$ cat src/gpm_defines.svh
// Offsets, field positions, reset values, characters and field depth for the mode block
`ifndef GPM_DEFINES_SVH
`define GPM_DEFINES_SVH
`define GPM_REG_CFG 4'h0
`define GPM_REG_CMD_KEY 4'h1
`define GPM_REG_STATUS 4'h2
`define GPM_REG_FIELD 4'h3
`define GPM_REG_BUS_RX 4'h4
`define GPM_CFG_MODE_LSB 0
`define GPM_CFG_TERM_LSB 2
`define GPM_CFG_ADDR_LSB 4
`define GPM_ADDR_MAX 5'h1e
`define GPM_MODE_RESET 2'h2
`define GPM_TERM_RESET 2'h0
`define GPM_ADDR_RESET 5'h00
`define GPM_CHAR_CR 8'h0d
`define GPM_CHAR_LF 8'h0a
`define GPM_CHAR_SPACE 8'h20
`define GPM_KEY_DELETE 8'h7f
`define GPM_FIELD_DEPTH 8
`endif

$ cat src/gpm_pkg.sv
// Types shared by the mode and record-entry block
package gpm_pkg;
	typedef enum logic [1:0] {
		GPM_TALK_LISTEN = 2'b00,
		GPM_TALK_ONLY = 2'b01,
		GPM_LISTEN_ONLY = 2'b10
	} gpm_mode_e;
	typedef enum logic [1:0] {
		GPM_TERM_CRLF = 2'b00,
		GPM_TERM_CRLF_EOI = 2'b01,
		GPM_TERM_CR = 2'b10,
		GPM_TERM_CR_EOI = 2'b11
	} gpm_term_e;
	typedef struct packed {
		logic [4:0] addr;
		gpm_term_e term;
		gpm_mode_e mode;
	} gpm_cfg_s;
	typedef struct packed {
		logic valid;
		logic [7:0] data;
		logic eoi;
	} gpm_byte_s;
	typedef enum logic [1:0] {
		GPM_TX_IDLE = 2'b00,
		GPM_TX_CR = 2'b01,
		GPM_TX_LF = 2'b10
	} gpm_tx_e;
endpackage : gpm_pkg

$ cat src/gpm_cmd_field.sv
// Eight-character local command-entry field with oldest-first eviction
`timescale 1ns/1ps
`include "gpm_defines.svh"
module gpm_cmd_field #(
	parameter int DEPTH = `GPM_FIELD_DEPTH
) (
	input wire logic clk_in,
	input wire logic rstn_in,
	input wire logic enable_in,
	input wire logic key_in,
	input wire logic [7:0] key_char_in,
	input wire logic pop_in,
	output logic [7:0] head_out,
	output logic [3:0] count_out,
	output logic process_out
);
	if (DEPTH < 1 || DEPTH > 15) begin : g_bad_depth
		$error("gpm_cmd_field: DEPTH 1..15");
	end
	logic [7:0] slot [DEPTH];
	logic [3:0] count;
	logic done;
	logic is_del;
	logic is_space;
	logic push;
	assign is_del = key_char_in == `GPM_KEY_DELETE;
	assign is_space = key_char_in == `GPM_CHAR_SPACE;
	assign push = enable_in && key_in && !is_del && !is_space;
	assign head_out = slot[0];
	assign count_out = count;
	// Slot 0 holds the oldest character; pops and evictions shift down
	genvar i;
	generate
		for (i = 0; i < DEPTH; i++) begin : g_slot
			logic [7:0] above;
			// The top slot has nothing above it and takes zero on a pop
			if (i == DEPTH - 1) begin : g_top
				assign above = 8'h00;
			end else begin : g_mid
				assign above = slot[i + 1];
			end
			always_ff @(posedge clk_in) begin
				if (!rstn_in) begin
					slot[i] <= 8'h00;
				end else if (push && done) begin
					if (i == 0) slot[i] <= key_char_in;
				end else if (push && count == 4'(DEPTH)) begin
					if (i == DEPTH - 1) slot[i] <= key_char_in;
					else slot[i] <= above;
				end else if (push) begin
					if (4'(i) == count) slot[i] <= key_char_in;
				end else if (pop_in) begin
					slot[i] <= above;
				end
			end
		end
	endgenerate
	// Count and the flag that marks a submitted record
	always_ff @(posedge clk_in) begin
		if (!rstn_in) begin
			count <= 4'h0;
			done <= 1'b0;
		end else if (push && done) begin
			count <= 4'h1;
			done <= 1'b0;
		end else if (push) begin
			if (count != 4'(DEPTH)) count <= count + 4'h1;
		end else if (enable_in && key_in && is_del && count != 4'h0) begin
			count <= count - 4'h1;
		end else if (enable_in && key_in && is_space && count != 4'h0) begin
			done <= 1'b1;
		end else if (pop_in && count != 4'h0) begin
			count <= count - 4'h1;
		end
	end
	// Space submits the record; delete drops the newest, so no shift needed
	always_ff @(posedge clk_in) begin
		if (!rstn_in) process_out <= 1'b0;
		else process_out <= enable_in && key_in && is_space && count != 4'h0;
	end
endmodule : gpm_cmd_field

$ cat src/gpm_port.sv
// Mode, address, terminator and record-entry logic of the parallel bus port
//
// Contract
// - In talk-and-listen mode the port answers at an address from 0 to 30.
// - After defaults are loaded the mode is listen-only.
// - Talk-only mode disables listening and only transmits.
// - Listen-only mode never transmits but processes every received record.
// - A listener executes records; a talker returns the pending answer.
// - The terminator is one of CR LF, CR LF with EOI, CR, or CR with EOI.
// - The command field is usable only in talk-only mode.
// - The field holds eight characters; extra ones evict the oldest.
// - A space in the field acts as CR and submits the held record.
// - A new record clears the old one; delete removes the newest char.
// - Field records execute as if they came over the bus.
// - In talk-only mode the two memory commands send memory A or B.
// - Settings survive power cycles and a shifted recall keeps them; a cfg write in the same cycle as a shifted recall is not saved.
// - Corrupt parameter memory at power-up reloads the defaults.
// - A listener accepts CR or CR LF as a record end.
`timescale 1ns/1ps
`include "gpm_defines.svh"
module gpm_port #(
	parameter int FIELD_DEPTH = `GPM_FIELD_DEPTH
) (
	input wire logic clk_in,
	input wire logic rstn_in,
	// Register port
	input wire logic [3:0] reg_addr_in,
	input wire logic [31:0] reg_wdata_in,
	input wire logic reg_wr_in,
	input wire logic reg_rd_in,
	output logic [31:0] reg_rdata_out,
	// Retained settings from battery-backed memory
	input wire logic [8:0] saved_cfg_in,
	input wire logic saved_bad_in,
	input wire logic powerup_done_in,
	input wire logic shift_recall_in,
	output logic [8:0] save_cfg_out,
	output logic save_wr_out,
	// Bus side state
	input wire logic [4:0] bus_addr_in,
	input wire logic bus_listen_cmd_in,
	input wire logic bus_talk_cmd_in,
	input wire logic bus_unaddr_in,
	input wire logic [9:0] bus_rx_in,
	output logic listen_en_out,
	output logic talk_en_out,
	// Records handed to the command executer
	output logic [9:0] exec_out,
	output logic exec_local_out,
	output logic exec_end_out,
	// Talker data source and transmit bytes
	input wire logic [9:0] reply_in,
	output logic reply_ready_out,
	input wire logic tx_ready_in,
	output logic [9:0] tx_out,
	output logic send_mem_a_out,
	output logic send_mem_b_out
);
	// Three slots are the least that still holds a memory command
	if (FIELD_DEPTH < 3 || FIELD_DEPTH > 15) begin : g_bad_depth
		$error("gpm_port: FIELD_DEPTH");
	end
	gpm_pkg::gpm_cfg_s cfg;
	gpm_pkg::gpm_byte_s rx;
	gpm_pkg::gpm_byte_s rep;
	gpm_pkg::gpm_byte_s exec_b;
	gpm_pkg::gpm_byte_s tx_b;
	gpm_pkg::gpm_tx_e tx_state;
	logic loaded;
	logic listened;
	logic talked;
	logic rx_cr;
	logic [7:0] head;
	logic [3:0] fcount;
	logic fprocess;
	logic draining;
	logic pop;
	logic key_wr;
	logic [7:0] m_c;
	logic [7:0] m_m;
	logic [2:0] cmd_hist;
	logic [7:0] last_key;
	logic mode_ok;
	logic key_open;
	assign rx = bus_rx_in;
	assign rep = reply_in;
	assign key_wr = reg_wr_in && reg_addr_in == `GPM_REG_CMD_KEY;
	assign mode_ok = reg_wdata_in[1:0] != 2'b11;
	assign save_cfg_out = cfg;
	// Keys are refused from the submit edge until the drain ends, so a
	// fast key cannot wipe a record before it has been read out
	assign key_open = !draining && !fprocess;
	////////////////////////////////////////////////////////////////////////
	// Settings: loaded once from retained memory, defaults if it is bad
	// A refused write changes neither cfg nor the retained copy
	always_ff @(posedge clk_in) begin
		if (!rstn_in) begin
			cfg <= {`GPM_ADDR_RESET, `GPM_TERM_RESET, `GPM_MODE_RESET};
			loaded <= 1'b0;
			save_wr_out <= 1'b0;
		end else begin
			save_wr_out <= 1'b0;
			if (!loaded && powerup_done_in) begin
				loaded <= 1'b1;
				if (saved_bad_in) begin
					cfg <= {`GPM_ADDR_RESET, `GPM_TERM_RESET,
						`GPM_MODE_RESET};
					save_wr_out <= 1'b1;
				end else if (saved_cfg_in[1:0] != 2'b11 &&
					saved_cfg_in[8:4] <= `GPM_ADDR_MAX) begin
					cfg <= saved_cfg_in;
				end
			end else if (reg_wr_in && reg_addr_in == `GPM_REG_CFG &&
				mode_ok && reg_wdata_in[8:4] <= `GPM_ADDR_MAX) begin
				cfg <= reg_wdata_in[8:0];
				save_wr_out <= 1'b1;
			end
			// Shifted recall leaves cfg untouched on purpose
			if (shift_recall_in) save_wr_out <= 1'b0;
		end
	end
	////////////////////////////////////////////////////////////////////////
	// Addressed state; listen-only and talk-only need no address
	// An unaddress pulse wins over a listen or talk command in one cycle
	always_ff @(posedge clk_in) begin
		if (!rstn_in) begin
			listened <= 1'b0;
			talked <= 1'b0;
		end else if (bus_unaddr_in) begin
			listened <= 1'b0;
			talked <= 1'b0;
		end else if (cfg.mode == gpm_pkg::GPM_TALK_LISTEN &&
			bus_addr_in == cfg.addr) begin
			if (bus_listen_cmd_in) begin
				listened <= 1'b1;
				talked <= 1'b0;
			end else if (bus_talk_cmd_in) begin
				talked <= 1'b1;
				listened <= 1'b0;
			end
		end
	end
	// Listener and talker enables per mode
	always_comb begin
		case (cfg.mode)
			gpm_pkg::GPM_TALK_ONLY: begin
				listen_en_out = 1'b0;
				talk_en_out = 1'b1;
			end
			gpm_pkg::GPM_LISTEN_ONLY: begin
				listen_en_out = 1'b1;
				talk_en_out = 1'b0;
			end
			default: begin
				listen_en_out = listened;
				talk_en_out = talked;
			end
		endcase
	end
	////////////////////////////////////////////////////////////////////////
	// Local command field, only fed in talk-only mode
	gpm_cmd_field #(
		.DEPTH(FIELD_DEPTH)
	) u_field (
		.clk_in(clk_in),
		.rstn_in(rstn_in),
		.enable_in(cfg.mode == gpm_pkg::GPM_TALK_ONLY),
		.key_in(key_wr && key_open),
		.key_char_in(reg_wdata_in[7:0]),
		.pop_in(pop),
		.head_out(head),
		.count_out(fcount),
		.process_out(fprocess)
	);
	assign pop = draining && fcount != 4'h0;
	// Drain state: the field is read out one char per cycle, then CR
	// The drain always ends with a CR, so a record is never left open
	always_ff @(posedge clk_in) begin
		if (!rstn_in) draining <= 1'b0;
		else if (fprocess) draining <= 1'b1;
		else if (fcount == 4'h0) draining <= 1'b0;
	end
	////////////////////////////////////////////////////////////////////////
	// Execute stream: local field wins the cycle; bus bytes only if listening
	assign rx_cr = rx.valid && rx.data == `GPM_CHAR_CR;
	always_ff @(posedge clk_in) begin
		if (!rstn_in) begin
			exec_b <= '0;
			exec_local_out <= 1'b0;
			exec_end_out <= 1'b0;
		end else if (pop) begin
			exec_b <= {1'b1, head, 1'b0};
			exec_local_out <= 1'b1;
			exec_end_out <= 1'b0;
		end else if (draining) begin
			exec_b <= {1'b1, `GPM_CHAR_CR, 1'b0};
			exec_local_out <= 1'b1;
			exec_end_out <= 1'b1;
		end else begin
			// LF after CR is passed on but never ends a record twice
			exec_b <= listen_en_out ? rx : '0;
			exec_local_out <= 1'b0;
			exec_end_out <= listen_en_out && rx_cr;
		end
	end
	assign exec_out = exec_b;
	////////////////////////////////////////////////////////////////////////
	// Memory transfer commands recognised from the last three field chars
	// Fixed letters of the two memory commands; the third picks A or B
	assign m_c = 8'h43;
	assign m_m = 8'h4d;
	always_ff @(posedge clk_in) begin
		if (!rstn_in) begin
			cmd_hist <= 3'h0;
			last_key <= 8'h00;
			send_mem_a_out <= 1'b0;
			send_mem_b_out <= 1'b0;
		end else begin
			send_mem_a_out <= 1'b0;
			send_mem_b_out <= 1'b0;
			if (pop) begin
				cmd_hist <= {cmd_hist[1:0], 1'b0};
				if (fcount == 4'h3 && head == m_c) cmd_hist[0] <= 1'b1;
				if (fcount == 4'h2 && cmd_hist[0] && head == m_m)
					cmd_hist[1] <= 1'b1;
				if (fcount == 4'h1 && cmd_hist[1]) last_key <= head;
			end else if (draining) begin
				cmd_hist <= 3'h0;
				if (cfg.mode == gpm_pkg::GPM_TALK_ONLY && cmd_hist[2]) begin
					send_mem_a_out <= last_key == 8'h41;
					send_mem_b_out <= last_key == 8'h42;
				end
			end
		end
	end
	////////////////////////////////////////////////////////////////////////
	// Transmit path: reply bytes, then the selected terminator
	// Reply bytes are taken only while idle, so a terminator is never
	// split by the next reply
	assign reply_ready_out = talk_en_out && tx_state == gpm_pkg::GPM_TX_IDLE
		&& tx_ready_in;
	always_ff @(posedge clk_in) begin
		if (!rstn_in) begin
			tx_state <= gpm_pkg::GPM_TX_IDLE;
			tx_b <= '0;
		end else begin
			tx_b.valid <= 1'b0;
			case (tx_state)
				gpm_pkg::GPM_TX_IDLE: begin
					if (reply_ready_out && rep.valid) begin
						tx_b <= {1'b1, rep.data, 1'b0};
						if (rep.eoi) tx_state <= gpm_pkg::GPM_TX_CR;
					end
				end
				gpm_pkg::GPM_TX_CR: begin
					if (tx_ready_in) begin
						tx_b.valid <= 1'b1;
						tx_b.data <= `GPM_CHAR_CR;
						// EOI goes on the last byte of the terminator
						tx_b.eoi <= cfg.term == gpm_pkg::GPM_TERM_CR_EOI;
						if (cfg.term == gpm_pkg::GPM_TERM_CR ||
							cfg.term == gpm_pkg::GPM_TERM_CR_EOI)
							tx_state <= gpm_pkg::GPM_TX_IDLE;
						else tx_state <= gpm_pkg::GPM_TX_LF;
					end
				end
				gpm_pkg::GPM_TX_LF: begin
					if (tx_ready_in) begin
						tx_b <= {1'b1, `GPM_CHAR_LF,
							cfg.term == gpm_pkg::GPM_TERM_CRLF_EOI};
						tx_state <= gpm_pkg::GPM_TX_IDLE;
					end
				end
				default: tx_state <= gpm_pkg::GPM_TX_IDLE;
			endcase
		end
	end
	assign tx_out = tx_b;
	////////////////////////////////////////////////////////////////////////
	// Register read data, one cycle after the strobe
	// Idle cycles read as zero so a stale word is never taken as an answer
	always_ff @(posedge clk_in) begin
		if (!rstn_in) begin
			reg_rdata_out <= 32'h0;
		end else if (reg_rd_in) begin
			if (reg_addr_in == `GPM_REG_CFG) begin
				reg_rdata_out <= {23'h0, cfg};
			end else if (reg_addr_in == `GPM_REG_STATUS) begin
				reg_rdata_out <= {26'h0, draining, loaded, talked, listened,
					talk_en_out, listen_en_out};
			end else if (reg_addr_in == `GPM_REG_FIELD) begin
				reg_rdata_out <= {20'h0, fcount, head};
			end else if (reg_addr_in == `GPM_REG_BUS_RX) begin
				reg_rdata_out <= {22'h0, exec_b};
			end else begin
				reg_rdata_out <= 32'h0;
			end
		end else begin
			reg_rdata_out <= 32'h0;
		end
	end
endmodule : gpm_port

$ cat config.mk
export PLATFORM = sky130hd
export DESIGN_NAME = gpm_port
export DESIGN_NICKNAME = d
export VERILOG_FILES = /design/src/gpm_pkg.sv /design/src/gpm_cmd_field.sv /design/src/gpm_port.sv
export VERILOG_INCLUDE_DIRS = /design/src /design/src/src
export SDC_FILE = /design/constraint.sdc
export NUM_CORES = 1
export LEC_CHECK = 0
export BUFFER_PORTS_ARGS = -buffer_cell sky130_fd_sc_hd__buf_2
export CAP_MARGIN = 5
export CORE_MARGIN = 2
export CORE_UTILIZATION = 58
export DETAILED_ROUTE_END_ITERATION = 16
export PLACE_DENSITY = 0.86
export SETUP_SLACK_MARGIN = 0.2
export SYNTH_ARGS = -nofsm -noshare
export SYNTH_HDL_FRONTEND = slang
export SYNTH_SLANG_ARGS = --single-unit
$ cat constraint.sdc
create_clock -name clk_in -period 6.05 [get_ports clk_in]
set_clock_uncertainty 0.15 [all_clocks]
set_input_delay 0.9075 -clock clk_in [delete_from_list [all_inputs] [get_ports clk_in]]
set_output_delay 0.9075 -clock clk_in [all_outputs]
set_load 0.02 [all_outputs]
==> run_results.csv <==
group,metric,value,unit
setup_path,critical_path.startpoint_type,"register",
logic_synthesis,synth_warnings,0,
clock_tree,cts_num_sinks,133,
logic_synthesis,synth.top_cells.by_area,"edfxtp_1, dfxtp_1, a32o_1, nor2_1, o2bb2ai_1",
clock_tree,cts-root-buf,"clkbuf_8",
sta,achievable-frequency,280,MHz
finish,final_cell_mix,"buf_2, dfxtp_1, edfxtp_1, nor2_1, nand2_1",
sta,max_slew.worst_pin.slew,1.16,ns
logic_synthesis,syn-instance-count,586,
floorplan,die_width,107,um
finish,antenna_cells_inserted,0,
finish,layout.cells.most_common,"buf_2",
setup_path,critical_path_class,"register to register",
sta,max-slew-margin-rel,22.0,%
clock_tree,clock_insertion_delay_worst_skew,0.53,ns
clock_tree,htreeDepth,4,
floorplan,placementRows,37,
setup_path,crit_chain,"nor4b_1 -> and2_0 -> nand3_2 -> nor4_2 -> nand2b_1",
logic_synthesis,netlist.area_leader.share,31.1,%
sta,min_period,3.57,ns
global_route,via_count_of_the_first_global_routing_pass,4751,
drt,drt_pass1_iterations,5,
finish,utilization,70.4,%
setup_path,worst_path_dominant_cell_family,"simple AND/OR/NAND/NOR gates",
setup_path,cp.arrival,3.60,ns
drt,final_antenna_net_count,0,
sta,finalSetupViolCount,0,
logic_synthesis,post_synthesis_cell_area,6190,um2
drt,drt-initial-drc-count,655,
power,p_switching,0.502,mW
setup_path,cp_data_required_time,6.08,ns
sta,finalCritPeriodShare,59.1,%
power,p_sw_share,22.9,%
setup_path,worst_setup_path_end_kind,"register",
setup_path,cpPeakStageDelay,0.75,ns
floorplan,num_io_pins,150,
logic_synthesis,synth.yosys.seq_area_share,53.4,%
logic_synthesis,yosys.cell_types.count,63,
power,cellPowerDensity,301,nW/um2
setup_path,critical_path.max_fanout,20,
sta,timing.setup.tns,0,ns
outcome,run_status,"finished clean",
sta,hold_violations,0,
sta,grt_setup_unrepaired,"no",
floorplan,area_of_the_core,10300,um2
finish,final_layout_size_suffix_gt1_share,21.7,%
placed_design,hpwl,10600,um
placed_design,finalWeightedCongestion,0.900,
logic_synthesis,netlist.top_cell.by_area,"edfxtp_1",
clock_tree,cts_hold_repair.buffers,0,
power,peakVddDrop,0.000166,V
drt,totalWireLength,15700,um
job,max_cap_viol_count,0,
logic_synthesis,asyncSetResetFlopFracSynth,0,%
power,pwr-share-comb,7.5,%
clock_tree,cts_max_path_buffers,2,
logic_synthesis,ys_ff_latch,133,
power,clkPwrFrac,47.3,%
global_route,antenna_found_initial,0,
global_route,grt_usage,27.3,%
floorplan,dieHeight,107,um
global_route,grt_max_degree,57,
clock_tree,tritoncts_clock_tree,"done",
floorplan,start_util,59.9,%
drt,detailroute.via_count,5167,
logic_synthesis,number_of_enable_flip_flop_cells_after_synthesis,64,
power,internal_power,1.68,mW
setup_path,rrSetupSlack,2.48,ns
clock_tree,cts-buffers-inserted,17,
global_route,grt_pass1_wl,24000,um
clock_tree,post_cts_resize_count,0,
setup_path,cp_num_buf_inv,0,
power,totalPowerFinal,2.19,mW
setup_path,worst_path_slowest_cell,"nor4b_1",
power,p_leak,2.99,nW
clock_tree,clkSlewWorstSetupHoldPaths,0.06,ns
power,share_seq_of_total_power,45.2,%
logic_synthesis,syn_avg_cell_area,10.6,um2
floorplan,fp.dieArea,11500,um2
global_route,globalRoute.totalOverflow,0,
min_path,worstHoldPathType,"register to register",
drt,vias_per_cell,6.28,
placed_design,portBuffers,106,
finish,net_total_in_the_final_layout,763,
drt,routedWlPerCell,19.1,um
clock_tree,post_cts.repair.setup_buffers,0,
sta,finalMaxSlewViolations,0,
finish,layout-area-overhead-vs-synth,17.5,%
drt,remaining_drc_errors,0,
logic_synthesis,yosys_most_used_dff,"dfxtp_1",
final timing paths:
check                      startpoint                       endpoint  depth (start not counted)
max             draining$_SDFFE_PN0P_  u_field.slot[0][26]$_DFFE_PP_                          5
min          last_key[1]$_SDFFE_PN0P_      send_mem_a_out$_SDFF_PP0_                          1
max reg2reg     draining$_SDFFE_PN0P_  u_field.slot[0][26]$_DFFE_PP_                          5
min reg2reg  last_key[1]$_SDFFE_PN0P_      send_mem_a_out$_SDFF_PP0_                          1
per-layer routing:
| metal | share of wire, % | vias up | GRT usage (%) |
|---|---|---|---|
| met1 | 40 | 2479 | 33.9 |
| met3 | 8.0 | 41 | 6.48 |
| met4 | 2.7 | 0 | 12.2 |
| met5 | 0 | - | 0 |
| met2 | 49 | 292 | 45.2 |
| li1 | - | 2355 | - |
per-stage QoR:
step / instance area [um2] / hold WS [ns] / setup WS (ns) / instances
2_1_floorplan: 6260 / 0.261 / 2.51 / 605
3_3_place_gp: 6660 / 0.273 / 2.21 / 791
3_5_place_dp: 6660 / 0.283 / 2.10 / 791
4_1_cts: 7270 / 0.295 / 2.54 / 823
5_1_grt: 7270 / 0.324 / 2.30 / 823
6_report: 7270 / 0.304 / 2.48 / 823
state kept, by name, indices dropped and copies added, names as in the netlist, 2 cells and up:
register / flops
cmd_hist: 3
save_cfg_out: 9
last_key: 8
u_field.count_out: 4
tx_state: 2
u_field.slot: 64
tx_out: 10
reg_rdata_out: 12
exec_out: 10
synthesized netlist by cell type, types with 4 or more instances:
library cell and number:
a211oi_1 16, a21oi_1 25, a22o_1 15, a22oi_1 10
a32o_1 24, and2_1 5, and3_1 4, and4_1 4
buf_2 8, buf_4 20, clkbuf_1 24, dfxtp_1 69
edfxtp_1 64, ha_1 8, inv_1 9, mux2i_1 12
nand2_1 42, nand2b_1 14, nand3_1 19, nand3b_1 5
nand4_1 5, nor2_1 60, nor2b_1 4, nor3_1 10
nor3b_1 13, nor4_1 8, o21ai_0 9, o2bb2ai_1 24
xor2_1 4
layout make-up:
| cell class | instances | area (um2) |
|---|---|---|
| Clock inverter | 6 | 58.8 |
| Multi-Input combinational cell | 403 | 2600 |
| Clock buffer | 26 | 553 |
| Fill cell | 693 | 3050 |
| Timing Repair Buffer | 109 | 553 |
| Tap cell | 136 | 170 |
| Sequential cell | 133 | 3300 |
| Inverter | 10 | 37.5 |
power groups by stage:
stage               Combinational [mW]  Clock (mW)  Sequential [mW]
floorplan                       0.0973           0             1.01
global placement                 0.154           0             1.01
detailed placement               0.158           0             1.01
CTS                              0.161        1.04            0.988
global route                     0.175        1.08            0.990
finish                           0.163        1.03            0.989
cells by family (layout without fill, tap and decap cells):
logic type / after synthesis / in the layout / share of synthesized area (%)
and+or+nand+nor: 206 / 206 / 17.2
AOI/OAI and AO/OA: 150 / 150 / 18.8
DFF: 133 / 133 / 53.4
buffers and inverters: 69 / 151 / 5.94
muxes: 14 / 14 / 2.30
adders and majority gates: 8 / 8 / 1.62
xor gates and xnor gates: 5 / 5 / 0.708
other: 1 / 20 / 0.0606
(Power assumes the default switching activity.)
